### src/stc_regs.svh
// constants and register map of the stepper translator and chopper control
// Behaviour
// - grounded off-time pin: always mixed decay
// - grounded off-time pin: 30 us off-time
// - supply-tied pin: 30 us, auto, full-step slow
// - resistor: off-time R/825 us, auto decay
// - reset low: home translator, outputs off
// - step edges ignored while reset low
// - step rising edge advances one increment
// - direction applied only at next step edge
// - drive diagonal until trip, then off-time
// - trip level is table percent of full scale
// - comparator blanked 1 us after switching
// - short to ground latches bridge off
// - shorted load repeats off-time cycles
// - enable high turns all outputs off
// - translator runs regardless of enable
// - regulator fault disables all outputs
// - overtemp or pump undervoltage disables outputs
// - supply lockout: outputs off, translator home
// - sleep low shuts down, startup at home
// - mixed: fast 31.25% then slow
// - rectify during decay, stop near zero
// - resolution select decode of five modes
// - falling level mixed, else slow decay
// - resolution applied only at next step edge
// - home is 45 degrees, equal currents
`ifndef STC_REGS_SVH
`define STC_REGS_SVH

`define STC_CLK_MHZ       25
`define STC_TOFF_FIXED_US 30
`define STC_TOFF_FIXED_CYC (`STC_TOFF_FIXED_US * `STC_CLK_MHZ)
`define STC_OFFTIME_CONFIG_PIN_DIV      825
`define STC_BLANK_US      1
`define STC_BLANK_CYC     (`STC_BLANK_US * `STC_CLK_MHZ)
`define STC_FAST_NUM      5
`define STC_FAST_SHIFT    4
`define STC_HOME_POS      6'h08

`define STC_ADDR_CFG      12'h000
`define STC_ADDR_OFFTIME_CONFIG_PIN     12'h004
`define STC_ADDR_STATUS   12'h008
`define STC_ADDR_DAC      12'h00C

`define STC_CFG_RESET     2'h0
`define STC_OFFTIME_CONFIG_PIN_RESET    20'h14238
`endif

### src/stc_pkg.sv
// types of the stepper translator and chopper control
package stc_pkg;
  typedef enum logic [1:0] {STC_TOFF_VDD, STC_TOFF_GND, STC_TOFF_RES, STC_TOFF_RSV} stc_toff_t;
  typedef enum logic [2:0] {STC_RES_FULL, STC_RES_HALF, STC_RES_QUARTER, STC_RES_EIGHTH, STC_RES_SIXTEENTH} stc_res_t;
  typedef enum {STC_CH_OFF, STC_CH_BLANK, STC_CH_ON, STC_CH_FAST, STC_CH_SLOW} stc_chop_t;
endpackage

### src/stc_core.sv
// stepper translator, fixed off-time choppers and protection with an APB slave
//
// Chosen here: the register addresses and register access over APB.
`timescale 1ns/1ps
`include "stc_regs.svh"
module stc_core
  import stc_pkg::*;
(
  input  wire logic        clk,
  input  wire logic        sys_rst,
  input  wire logic        psel,
  input  wire logic        penable,
  input  wire logic        pwrite,
  input  wire logic [11:0] paddr,
  input  wire logic [31:0] pwdata,
  output logic             pready,
  output logic [31:0]      prdata,
  output logic             pslverr,
  input  wire logic        step,
  input  wire logic        dir,
  input  wire logic        resolution_select_bit0,
  input  wire logic        resolution_select_bit1,
  input  wire logic        resolution_select_bit2,
  input  wire logic        reset_n,
  input  wire logic        enable,
  input  wire logic        sleep_n,
  input  wire logic [1:0]  trip,
  input  wire logic [1:0]  short_gnd,
  input  wire logic [1:0]  zero_current,
  input  wire logic        sink_gate_regulator_fault,
  input  wire logic        overtemp,
  input  wire logic        pump_supply_low,
  input  wire logic        supply_lockout,
  output logic [13:0]      dac1,
  output logic [13:0]      dac2,
  output logic             pol1,
  output logic             pol2,
  output logic [3:0]       gate1,
  output logic [3:0]       gate2,
  output logic [1:0]       mixed_decay,
  output logic             pump_on
);

  localparam int NSYNC = 18;

  logic [NSYNC-1:0] pin_raw;
  logic [NSYNC-1:0] sync1;
  logic [NSYNC-1:0] sync2;
  logic [NSYNC-1:0] sync3;
  logic [NSYNC-1:0] pin_q;
  logic             step_d;
  logic             sleep_d;
  logic             step_rise;
  logic             sleep_rise;
  logic [5:0]       pos;
  logic [5:0]       next_pos;
  logic [5:0]       inc;
  stc_res_t         res_sel;
  stc_res_t         res_q;
  logic             home;
  logic             off_all;
  logic [13:0]      next_dac1;
  logic [13:0]      next_dac2;
  logic             next_pol1;
  logic             next_pol2;
  logic [1:0]       mixed_sel;
  logic [1:0]       short_latch;
  logic [1:0]       cfg_mode;
  logic [19:0]      offtime_config_pin_ohms;
  logic [15:0]      toff_cyc;
  logic [15:0]      fast_cyc;
  logic [24:0]      res_cyc;
  logic [31:0]      rd_mux;
  logic             apb_hit;
  logic [1:0]       trip_q;
  logic [1:0]       shortg_q;
  logic [1:0]       zero_q;
  logic [1:0]       mixed_eff;
  logic [3:0]       gate_q [2];
  logic             pol_q [2];

  // quarter-wave sine magnitude in hundredths of a percent
  function automatic logic [13:0] stc_mag(input logic [4:0] k);
    case (k)
      5'h00: stc_mag = 14'h0000;
      5'h01: stc_mag = 14'h03D4;
      5'h02: stc_mag = 14'h079F;
      5'h03: stc_mag = 14'h0B57;
      5'h04: stc_mag = 14'h0EF3;
      5'h05: stc_mag = 14'h126A;
      5'h06: stc_mag = 14'h15B4;
      5'h07: stc_mag = 14'h18C8;
      5'h08: stc_mag = 14'h1B9F;
      5'h09: stc_mag = 14'h1E32;
      5'h0A: stc_mag = 14'h207B;
      5'h0B: stc_mag = 14'h2273;
      5'h0C: stc_mag = 14'h2417;
      5'h0D: stc_mag = 14'h2561;
      5'h0E: stc_mag = 14'h2650;
      5'h0F: stc_mag = 14'h26E0;
      default: stc_mag = 14'h2710;
    endcase
  endfunction

  assign pin_raw = {supply_lockout, pump_supply_low, overtemp, sink_gate_regulator_fault, zero_current,
                    short_gnd, trip, sleep_n, enable, reset_n, resolution_select_bit2,
                    resolution_select_bit1, resolution_select_bit0, dir, step};

  genvar gi;
  generate
    for (gi = 0; gi < NSYNC; gi++)
    begin : g_sync
      always_ff @(posedge clk)
      begin
        if (sys_rst)
        begin
          sync1[gi] <= 1'b0;
          sync2[gi] <= 1'b0;
          sync3[gi] <= 1'b0;
          pin_q[gi] <= 1'b0;
        end
        else
        begin
          sync1[gi] <= pin_raw[gi];
          sync2[gi] <= sync1[gi];
          sync3[gi] <= sync2[gi];
          if (sync2[gi] == sync3[gi])
            pin_q[gi] <= sync3[gi];
        end
      end
    end
  endgenerate

  assign trip_q   = pin_q[9:8];
  assign shortg_q = pin_q[11:10];
  assign zero_q   = pin_q[13:12];

  always_ff @(posedge clk)
  begin
    if (sys_rst)
    begin
      step_d  <= 1'b0;
      sleep_d <= 1'b0;
    end
    else
    begin
      step_d  <= pin_q[0];
      sleep_d <= pin_q[7];
    end
  end

  assign step_rise  = pin_q[0] & ~step_d;
  assign sleep_rise = pin_q[7] & ~sleep_d;

  assign home = ~pin_q[5] | pin_q[17] | ~pin_q[7];

  assign off_all = home | pin_q[6] | pin_q[14] | pin_q[15] | pin_q[16];
  assign pump_on = pin_q[7];

  always_comb
  begin
    case (pin_q[4:2])
      3'h0: res_sel = STC_RES_FULL;
      3'h1: res_sel = STC_RES_HALF;
      3'h2: res_sel = STC_RES_QUARTER;
      3'h3: res_sel = STC_RES_EIGHTH;
      default: res_sel = STC_RES_SIXTEENTH;
    endcase
  end

  always_comb
  begin
    case (res_sel)
      STC_RES_FULL:    inc = 6'h10;
      STC_RES_HALF:    inc = 6'h08;
      STC_RES_QUARTER: inc = 6'h04;
      STC_RES_EIGHTH:  inc = 6'h02;
      default:         inc = 6'h01;
    endcase
  end

  // direction sampled only with the step edge
  assign next_pos = pin_q[1] ? pos + inc : pos - inc;

  always_comb
  begin
    case (next_pos[5:4])
      2'h0:
      begin
        next_dac1 = stc_mag(5'h10 - {1'b0, next_pos[3:0]});
        next_dac2 = stc_mag({1'b0, next_pos[3:0]});
        next_pol1 = 1'b1;
        next_pol2 = 1'b1;
      end
      2'h1:
      begin
        next_dac1 = stc_mag({1'b0, next_pos[3:0]});
        next_dac2 = stc_mag(5'h10 - {1'b0, next_pos[3:0]});
        next_pol1 = 1'b0;
        next_pol2 = 1'b1;
      end
      2'h2:
      begin
        next_dac1 = stc_mag(5'h10 - {1'b0, next_pos[3:0]});
        next_dac2 = stc_mag({1'b0, next_pos[3:0]});
        next_pol1 = 1'b0;
        next_pol2 = 1'b0;
      end
      default:
      begin
        next_dac1 = stc_mag({1'b0, next_pos[3:0]});
        next_dac2 = stc_mag(5'h10 - {1'b0, next_pos[3:0]});
        next_pol1 = 1'b1;
        next_pol2 = 1'b0;
      end
    endcase
  end

  always_ff @(posedge clk)
  begin
    if (sys_rst || home)
    begin
      // home at 45 degrees, equal currents
      pos       <= `STC_HOME_POS;
      dac1      <= 14'h1B9F;
      dac2      <= 14'h1B9F;
      pol1      <= 1'b1;
      pol2      <= 1'b1;
      mixed_sel <= 2'h3;
      res_q     <= STC_RES_SIXTEENTH;
    end
    else if (step_rise)
    begin
      pos       <= next_pos;
      dac1      <= next_dac1;
      dac2      <= next_dac2;
      pol1      <= next_pol1;
      pol2      <= next_pol2;
      res_q     <= res_sel;
      mixed_sel <= {next_dac2 < dac2, next_dac1 < dac1};
    end
  end

  assign res_cyc  = (25'(offtime_config_pin_ohms) * 25'(`STC_CLK_MHZ)) / 25'(`STC_OFFTIME_CONFIG_PIN_DIV);
  always_comb
  begin
    if (cfg_mode == STC_TOFF_RES)
      toff_cyc = (res_cyc[24:16] != 9'h000) ? 16'hFFFF : ((res_cyc[15:0] == 16'h0000) ? 16'h0001 : res_cyc[15:0]);
    else
      toff_cyc = 16'(`STC_TOFF_FIXED_CYC);
  end
  assign fast_cyc = 16'((20'(toff_cyc) * 20'(`STC_FAST_NUM)) >> `STC_FAST_SHIFT);

  always_comb
  begin
    if (cfg_mode == STC_TOFF_GND)
      mixed_eff = 2'h3;
    else if (res_q == STC_RES_FULL)
      mixed_eff = 2'h0;
    else
      mixed_eff = mixed_sel;
  end
  assign mixed_decay = mixed_eff;

  generate
    for (gi = 0; gi < 2; gi++)
    begin : g_bridge
      stc_chop_t   st;
      logic [15:0] tmr;
      logic        rect_off;
      logic [3:0]  next_gate;

      // short latch, set wins over sleep exit
      always_ff @(posedge clk)
      begin
        if (sys_rst)
          short_latch[gi] <= 1'b0;
        else if (shortg_q[gi])
          short_latch[gi] <= 1'b1;
        else if (sleep_rise)
          short_latch[gi] <= 1'b0;
      end

      always_ff @(posedge clk)
      begin
        if (sys_rst || off_all || short_latch[gi])
        begin
          st  <= STC_CH_OFF;
          tmr <= 16'h0000;
        end
        else
        begin
          case (st)
            STC_CH_OFF:
            begin
              st  <= STC_CH_BLANK;
              tmr <= 16'(`STC_BLANK_CYC - 1);
            end
            STC_CH_BLANK:
            begin
              if (tmr == 16'h0000)
                st <= STC_CH_ON;
              else
                tmr <= tmr - 16'h0001;
            end
            STC_CH_ON:
            begin
              if (trip_q[gi])
              begin
                if (mixed_eff[gi] && fast_cyc != 16'h0000)
                begin
                  st  <= STC_CH_FAST;
                  tmr <= fast_cyc - 16'h0001;
                end
                else
                begin
                  st  <= STC_CH_SLOW;
                  tmr <= toff_cyc - 16'h0001;
                end
              end
            end
            STC_CH_FAST:
            begin
              if (tmr == 16'h0000)
              begin
                st  <= STC_CH_SLOW;
                tmr <= toff_cyc - fast_cyc - 16'h0001;
              end
              else
                tmr <= tmr - 16'h0001;
            end
            STC_CH_SLOW:
            begin
              if (tmr == 16'h0000)
              begin
                st  <= STC_CH_BLANK;
                tmr <= 16'(`STC_BLANK_CYC - 1);
              end
              else
                tmr <= tmr - 16'h0001;
            end
            default:
            begin
              st  <= STC_CH_OFF;
              tmr <= 16'h0000;
            end
          endcase
        end
      end

      always_ff @(posedge clk)
      begin
        if (sys_rst || (st != STC_CH_FAST && st != STC_CH_SLOW))
          rect_off <= 1'b0;
        else if (zero_q[gi])
          rect_off <= 1'b1;
      end

      assign pol_q[gi] = (gi == 0) ? pol1 : pol2;

      // gate order: source A, source B, sink A, sink B
      always_comb
      begin
        case (st)
          STC_CH_BLANK,
          STC_CH_ON:   next_gate = pol_q[gi] ? 4'h9 : 4'h6;
          STC_CH_FAST: next_gate = (rect_off || zero_q[gi]) ? 4'h0 : (pol_q[gi] ? 4'h6 : 4'h9);
          STC_CH_SLOW: next_gate = (rect_off || zero_q[gi]) ? 4'h0 : 4'h3;
          default:     next_gate = 4'h0;
        endcase
      end

      always_ff @(posedge clk)
      begin
        if (sys_rst || off_all || short_latch[gi])
          gate_q[gi] <= 4'h0;
        else
          gate_q[gi] <= next_gate;
      end
    end
  endgenerate

  assign gate1 = gate_q[0];
  assign gate2 = gate_q[1];

  // APB slave, zero wait states
  assign pready  = 1'b1;
  assign apb_hit = (paddr == `STC_ADDR_CFG) || (paddr == `STC_ADDR_OFFTIME_CONFIG_PIN) ||
                   (paddr == `STC_ADDR_STATUS) || (paddr == `STC_ADDR_DAC);
  assign pslverr = psel & penable & ~apb_hit;

  always_ff @(posedge clk)
  begin
    if (sys_rst)
    begin
      cfg_mode  <= `STC_CFG_RESET;
      offtime_config_pin_ohms <= `STC_OFFTIME_CONFIG_PIN_RESET;
    end
    else if (psel && penable && pwrite)
    begin
      if (paddr == `STC_ADDR_CFG)
        cfg_mode <= pwdata[1:0];
      if (paddr == `STC_ADDR_OFFTIME_CONFIG_PIN)
        offtime_config_pin_ohms <= pwdata[19:0];
    end
  end

  always_comb
  begin
    case (paddr)
      `STC_ADDR_CFG:    rd_mux = {30'h0, cfg_mode};
      `STC_ADDR_OFFTIME_CONFIG_PIN:   rd_mux = {12'h0, offtime_config_pin_ohms};
      `STC_ADDR_STATUS: rd_mux = {toff_cyc, 3'h0, home, off_all, short_latch, mixed_eff, 1'b0, pos};
      `STC_ADDR_DAC:    rd_mux = {pol2, 1'b0, dac2, pol1, 1'b0, dac1};
      default:          rd_mux = 32'h0;
    endcase
  end

  always_ff @(posedge clk)
  begin
    if (sys_rst)
      prdata <= 32'h0;
    else if (psel && !penable)
      prdata <= rd_mux;
  end

endmodule

### config.mk
export PLATFORM = sky130hd
export DESIGN_NAME = stc_core
export DESIGN_NICKNAME = d
export VERILOG_FILES = /design/src/stc_pkg.sv /design/src/stc_core.sv
export VERILOG_INCLUDE_DIRS = /design/src
export SDC_FILE = /design/constraint.sdc
export NUM_CORES = 1
export LEC_CHECK = 0
export BUFFER_PORTS_ARGS = -buffer_cell sky130_fd_sc_hd__buf_4
export CAP_MARGIN = 20
export CORE_MARGIN = 5
export CORE_UTILIZATION = 40
export DETAILED_ROUTE_END_ITERATION = 8
export PLACE_DENSITY = 0.6
export SETUP_SLACK_MARGIN = 0.3
export SYNTH_ARGS = -nofsm -noshare
export SYNTH_HDL_FRONTEND = slang
export SYNTH_SLANG_ARGS = --single-unit
### constraint.sdc
create_clock -name clk -period 56.9 [get_ports clk]
set_clock_uncertainty 0.15 [all_clocks]
set_input_delay 11.38 -clock clk [delete_from_list [all_inputs] [get_ports clk]]
set_output_delay 11.38 -clock clk [all_outputs]
set_load 0.05 [all_outputs]
# Word level (Yosys, flattened, before mapping)
# Memories as Yosys holds them, arrays and structs flattened.
# Cells that the tools add are included.
# word_totals
register_bits	269
mem_bits_rw	8
romBits	1792
input_bits	67
output_inout_bits	75
n_memories	9
# mem_list
memory	words	word_bits	rd	rd_ports_with_merged_regs	write_ports	line	text
(no name shown)	16	14	1	0	0	stc_core.sv:84	case (k)
(no name shown)	16	14	1	0	0	stc_core.sv:84	
(no name shown)	16	14	1	0	0	stc_core.sv:84	
(no name shown)	16	14	1	0	0	stc_core.sv:84	
(no name shown)	16	14	1	0	0	stc_core.sv:84	
(no name shown)	16	14	1	0	0	stc_core.sv:84	
3 more memories	-	-	-	-	-	-	
# classes
addsub	9
n_mul	2
div_mod_pow	1
magnitude_cmp	2
eq_ne	53
n_mux	62
bitwise_logic	17
n_reduce_logical	43
# ops
op	count
32-bit one-hot mux with 5 select lines	2
32-bit 2-to-1 mux	8
16-bit 2-to-1 mux	13
16-bit one-hot mux with 5 select lines	2
32-bit by 2-bit == test with 1-bit output (second input constant)	4
32-bit one-hot mux with 4 select lines	1
14-bit one-hot mux with 3 select lines	2
32-bit by 1-bit == test with 1-bit output (second input constant)	2
32-bit by 3-bit == test with 1-bit output (second input constant)	2
32-bit logical NOT	2
32-bit by 3-bit inequality test with 1-bit output (second input constant)	2
32-bit by 4-bit inequality test with 1-bit output (second input constant)	2
16-bit by 1-bit subtractor with 16-bit output (second input constant)	4
14-bit 2-to-1 mux	4
16-bit logical NOT	3
4-bit 2-to-1 mux	8
14-bit less-than comparator	2
25-bit by 10-bit divider with 25-bit output (second input constant)	1
20-bit by 5-bit multiplier with 25-bit output (second input constant)	1
12-bit by 4-bit == test with 1-bit output (second input constant)	2
4-bit one-hot mux with 3 select lines	2
2-bit inequality test (second input constant)	10
5-bit one-hot mux with 4 select lines	1
16-bit by 3-bit multiplier with 19-bit output (second input constant)	1
31 further kinds	108

# Logic depth before layout (Yosys ltp)
# logic_depth
ltp_word	12
depth_mapped	115
mapped_depth_nobuf	96

# Worst setup path before layout
# No wires, ideal clock.
# synth_path
kind	input port to output port
startpoint	input paddr[7]
endpoint	output pslverr
arrival_time_ps	12381
required_ps	45370
setup_slack_ps	32989
stages	4
path_buffers	1
cell_sequence	nor4_1 -> nand3_1 -> clkbuf_1 -> and3_1
# synth_between
elab_chain_cells	6
elab_cells_between_ends	9
classes_between	eq/ne (3); bitwise (2); reduce/logical (4)
# synth_lines
element	line	text
from (decl)	stc_core.sv:14	input wire logic [11:0] paddr,
12-bit by 3-bit == test with 1-bit output / 12-bit logical NOT (equally long branches)	-	
1-bit logical OR (2 in series)	stc_core.sv:388	assign apb_hit = (paddr == `STC_ADDR_CFG) || (paddr == `STC_ADDR_OFFTIME_CONFIG_PIN) ||
1-bit logical OR (*)	stc_core.sv:388	
1-bit NOT (*)	stc_core.sv:390	assign pslverr = psel & penable & ~apb_hit;
1-bit AND (*)	stc_core.sv:390	
to (decl)	stc_core.sv:18	output logic pslverr,
# Mark *: on every way between the ends. The rest lies on a longest branch, timed or not.

# Worst setup path after layout
# layout_path
startpoint	register offtime_config_pin_ohms[2]
endpoint	register g_bridge[1].tmr[15]
# layout_between
elab_chain_cells	12
elab_cells_between_ends	18
classes_between	add/sub (4); mul (2); div (1); mux (7); reduce/logical (4)
# layout_lines
element	line	text
from (decl)	stc_core.sv:69	logic [19:0] offtime_config_pin_ohms;
from (signal assigned)	stc_core.sv:397	offtime_config_pin_ohms <= `STC_OFFTIME_CONFIG_PIN_RESET;
from (signal assigned)	stc_core.sv:404	offtime_config_pin_ohms <= pwdata[19:0];
20-bit by 5-bit multiplier with 25-bit output (*)	stc_core.sv:244	assign res_cyc = (25'(offtime_config_pin_ohms) * 25'(`STC_CLK_MHZ)) / 25'(`STC_OFFTIME_CONFIG_PIN_DIV);
25-bit by 10-bit divider with 25-bit output (*)	stc_core.sv:244	
16-bit logical NOT	stc_core.sv:248	toff_cyc = (res_cyc[24:16] != 9'h000) ? 16'hFFFF : ((res_cyc[15:0] == 16'h0000) ? 16'h0001 : res_cyc[15:0]);
16-bit 2-to-1 mux	stc_core.sv:248	
16-bit 2-to-1 mux (*)	stc_core.sv:248	
16-bit 2-to-1 mux (*)	stc_core.sv:247	if (cfg_mode == STC_TOFF_RES)
parallel branches: the longest is 5 deep, another holds 16-bit by 3-bit multiplier with 19-bit output	-	
16-bit one-hot mux with 5 select lines (*)	stc_core.sv:293	case (st)
to (signal assigned)	stc_core.sv:297	tmr <= 16'(`STC_BLANK_CYC - 1);
to (signal assigned)	stc_core.sv:313	tmr <= fast_cyc - 16'h0001;
to (signal assigned)	stc_core.sv:318	tmr <= toff_cyc - 16'h0001;
to (decl)	stc_core.sv:269	logic [15:0] tmr;
# Mark *: on every way between the ends. The select of a mux whose other input is x is not followed.
# A chain may end at the register's enable or synchronous reset.

==> metrics.md <==
| Metric | Value |
|---|---|
| Area of the multi-input gates | `0.0220 mm²` |
| RSZ-0062 raised after global routing | `false` |
| Ports | `142` |
| Period utilization | `0.576` |
| Most common cell after layout, fill and taps aside | `nand2_1` |
| Num CTS Buffers | `23` |
| Count of state elements after synthesis | `219` |
| Post-DP HPWL | `72,500 µm` |
| Min Tclk post-route | `32.76 ns` |
| DIE AREA | `0.0754 mm²` |
| Max H-tree Level | `1` |
| Clock sinks | `219` |
| Critical Path Max Stage Delay | `0.86 ns` |
| Power density over the cells | `20.6 mW/mm²` |
| Fin util | `0.432` |
| Worst R2R Path Depth | `94` |
| GRT overflow | `0` |
| Starting Density | `0.401` |
| Deepest clock path buffer count | `3` |
| Crit path buffers/inverters | `8` |
| Met1 usage in global routing | `0.326` |
| Setup Viol. Count Final | `0` |
| R2R Path Start | `offtime_config_pin_ohms[2]` |
| Mean area per synthesized cell | `7.36 µm²` |
| Clock Latency Late Sink | `0.54 ns` |
| Peak VDD IR | `0.0263 mV` |
| Crit start category | `flop` |
| Initial antenna violation count | `2` |
| Max-slew violations | `0` |
| Reg area | `0.00438 mm²` |
| Worst-Margin Slew | `1.11 ns` |
| Syn nets | `4,056` |
| Ys async rst share | `0` |
| Largest net degree at the start of global routing | `83` |
| DRT antenna net count | `0` |
| Post-cts resize count | `0` |
| Sequential share of the synthesized area | `0.157` |
| Via density per instance | `6.07` |
| PortBufs | `128` |
| Top Usage Layer GRT | `met2` |
| Syn Std Cell Area | `0.0280 mm²` |
| Overall global routing resource usage | `0.235` |
| GRT met2 Usage | `0.393` |
| Worst setup EP type | `flop` |
| HP Class | `flop to flop` |
| Worst path required time | `57.21 ns` |
| Die height | `275 µm` |
| Met3 GRT Util | `0.0217` |
| Final TNS setup | `0 ns` |
| Routability cong. | `0.914` |
| Max Cap Viol | `0` |
| Max-slew headroom | `0.255` |
| Routed wire length | `93,300 µm` |
| HP Start | `sync1[7]` |
| Max Fclk | `0.0305 GHz` |
| WL/cell | `19.6 µm` |
| CP max stage cell | `a211oi_2` |
| Core Area | `0.0698 mm²` |
| First-pass GRT wire length | `147,000 µm` |
| Most frequent cells in the layout | `413 x nand2_1, 333 x nor2_1, 314 x a21oi_1, 219 x dfxtp_1, 207 x o21ai_0` |
| Fillers | `7,250` |
| Critical path arrival | `33.07 ns` |
| Setup ws final | `24.14 ns` |
| CTS Root Cell | `clkbuf_16` |
| Post-CTS Setup Repair Bufs | `0` |
| Pleak | `11.6 nW` |
| Hold worst-path end | `sync2[7]` |
| Max FO, Critical Path | `46` |
| Top cells by area, synth | `dfxtp_1 16%, ha_1 7.3%, a21oi_1 5.6%, nand2_1 5.5%, nor2_1 4.5%` |
| Post-synth cell types | `159` |
| Setup CP Type | `flop to flop` |
| Mapped Cells | `3,808` |
| Final nets | `4,059` |
| Place WS | `24.42 ns` |
| CTS hold repair buffers | `0` |
| Layout cells sized above 1 | `0.111` |
| Vias in the first global route | `26,500` |
| Yosys top cell by area | `dfxtp_1` |
| CTS tree | `built` |
| Vias | `28,900` |
| FP Rows | `97` |
| Area Overhead vs Synth | `7.68%` |
| Main synth FF type | `dfxtp_1` |
| Yosys top cell area share | `0.157` |
| DRC errors left | `0` |
| DR pass1 iterations | `5` |
| Die W | `275 µm` |
| Crit-path leading delay family | `compound AO/OA/AOI/OAI gates` |
| Most frequent CP cell | `a21oi_1` |
| Final hold vios | `0` |
| Yosys warnings | `0` |
| CTS clk-pin slew, worst paths | `0.07 ns` |
| R2r setup slk | `24.14 ns` |
| Status | `complete, no violations` |
| WHS | `0.283 ns` |
| Post-synth EDFFs | `0` |
| RR Endpoint | `g_bridge[1].tmr[15]` |
| WHS Path Cells | `1` |
| Initial DRC Count | `2,501` |
metrics by stage:
step | cells | power, mW | instance area, µm²
2_1_floorplan | 3808 | 0.407 | 28000
3_3_place_gp | 4720 | 0.458 | 29400
3_5_place_dp | 4722 | 0.461 | 29400
4_1_cts | 4762 | 0.616 | 30100
5_1_grt | 4766 | 0.655 | 30200
6_report | 4767 | 0.620 | 30200
synth_stat cells, types with 43 or more instances:
cell type  number
nand2_1       413
a211oi_1       53
and2_1         43
inv_1         167
mux2i_1        54
ha_1          163
a31oi_1        46
a21o_1         54
o21ai_0       207
xnor2_1       135
nor3_1        105
nor2b_1        90
a22oi_1        46
a21oi_1       315
o21ai_1        49
nand3_1       105
clkbuf_1      102
dfxtp_1       219
o211ai_1       68
xor2_1         62
nor2_1        334
worst max path at each step:
stage	from	to	slack (ns)	depth (start not counted)
after CTS	offtime_config_pin_ohms[2]	g_bridge[1].tmr[15]	24.30	92
after global routing	offtime_config_pin_ohms[2]	g_bridge[1].tmr[15]	22.12	95
after global placement	offtime_config_pin_ohms[2]	g_bridge[1].tmr[14]	24.30	92
after floorplan	paddr[7]	pslverr	32.99	4
final	offtime_config_pin_ohms[2]	g_bridge[1].tmr[15]	24.14	94
after detailed placement	offtime_config_pin_ohms[2]	g_bridge[1].tmr[15]	24.42	93
metal layers:
layer / wire length [µm] / part of all wire
met5: 18 / 0.00019
met3: 5540 / 0.059
met2: 42800 / 0.46
met4: 2190 / 0.023
met1: 42700 / 0.46
sequential cells by signal, summed over array words and instances, names as in the netlist:
signal	flops
cfg_mode	2
dac1	14
dac2	14
g_bridge.rect_off	2
g_bridge.st	6
g_bridge.tmr	32
gate_q	8
mixed_sel	2
offtime_config_pin_ohms	20
pin_q	17
pol1	1
pol2	1
pos	6
prdata	32
pump_on	1
res_q	3
short_latch	2
sleep_d	1
step_d	1
sync1	18
sync2	18
sync3	18
power by group:
group | internal (mW) | switching (mW) | total (mW)
logic | 0.117 | 0.194 | 0.311
registers | 0.155 | 0.000651 | 0.156
clock network | 0.0849 | 0.0683 | 0.153
cells by family (layout without fill, tap and decap cells):
logic type                 after synthesis  in the layout  synth area share
and+or+nand+nor                       1439           1439             0.257
AOI/OAI and AO/OA                     1296           1296             0.329
buffers and inverters                  360            378            0.0603
DFF                                    219            219             0.157
xor gates and xnor gates               209            209            0.0690
adders and majority gates              181            181            0.0857
muxes                                  103            103            0.0418
other                                    1              2          0.000134
cell type report:
| type | count | share of cell area |
|---|---|---|
| Multi-Input combinational cell | 3229 | 0.728 |
| Sequential cell | 219 | 0.145 |
| Timing Repair Buffer | 165 | 0.0411 |
| Tap cell | 940 | 0.0390 |
| Inverter | 173 | 0.0215 |
| Clock buffer | 29 | 0.0212 |
| Clock inverter | 11 | 0.00361 |
| Antenna cell | 1 | 0.0000830 |
No activity file was read; power rests on OpenSTA's default activity.
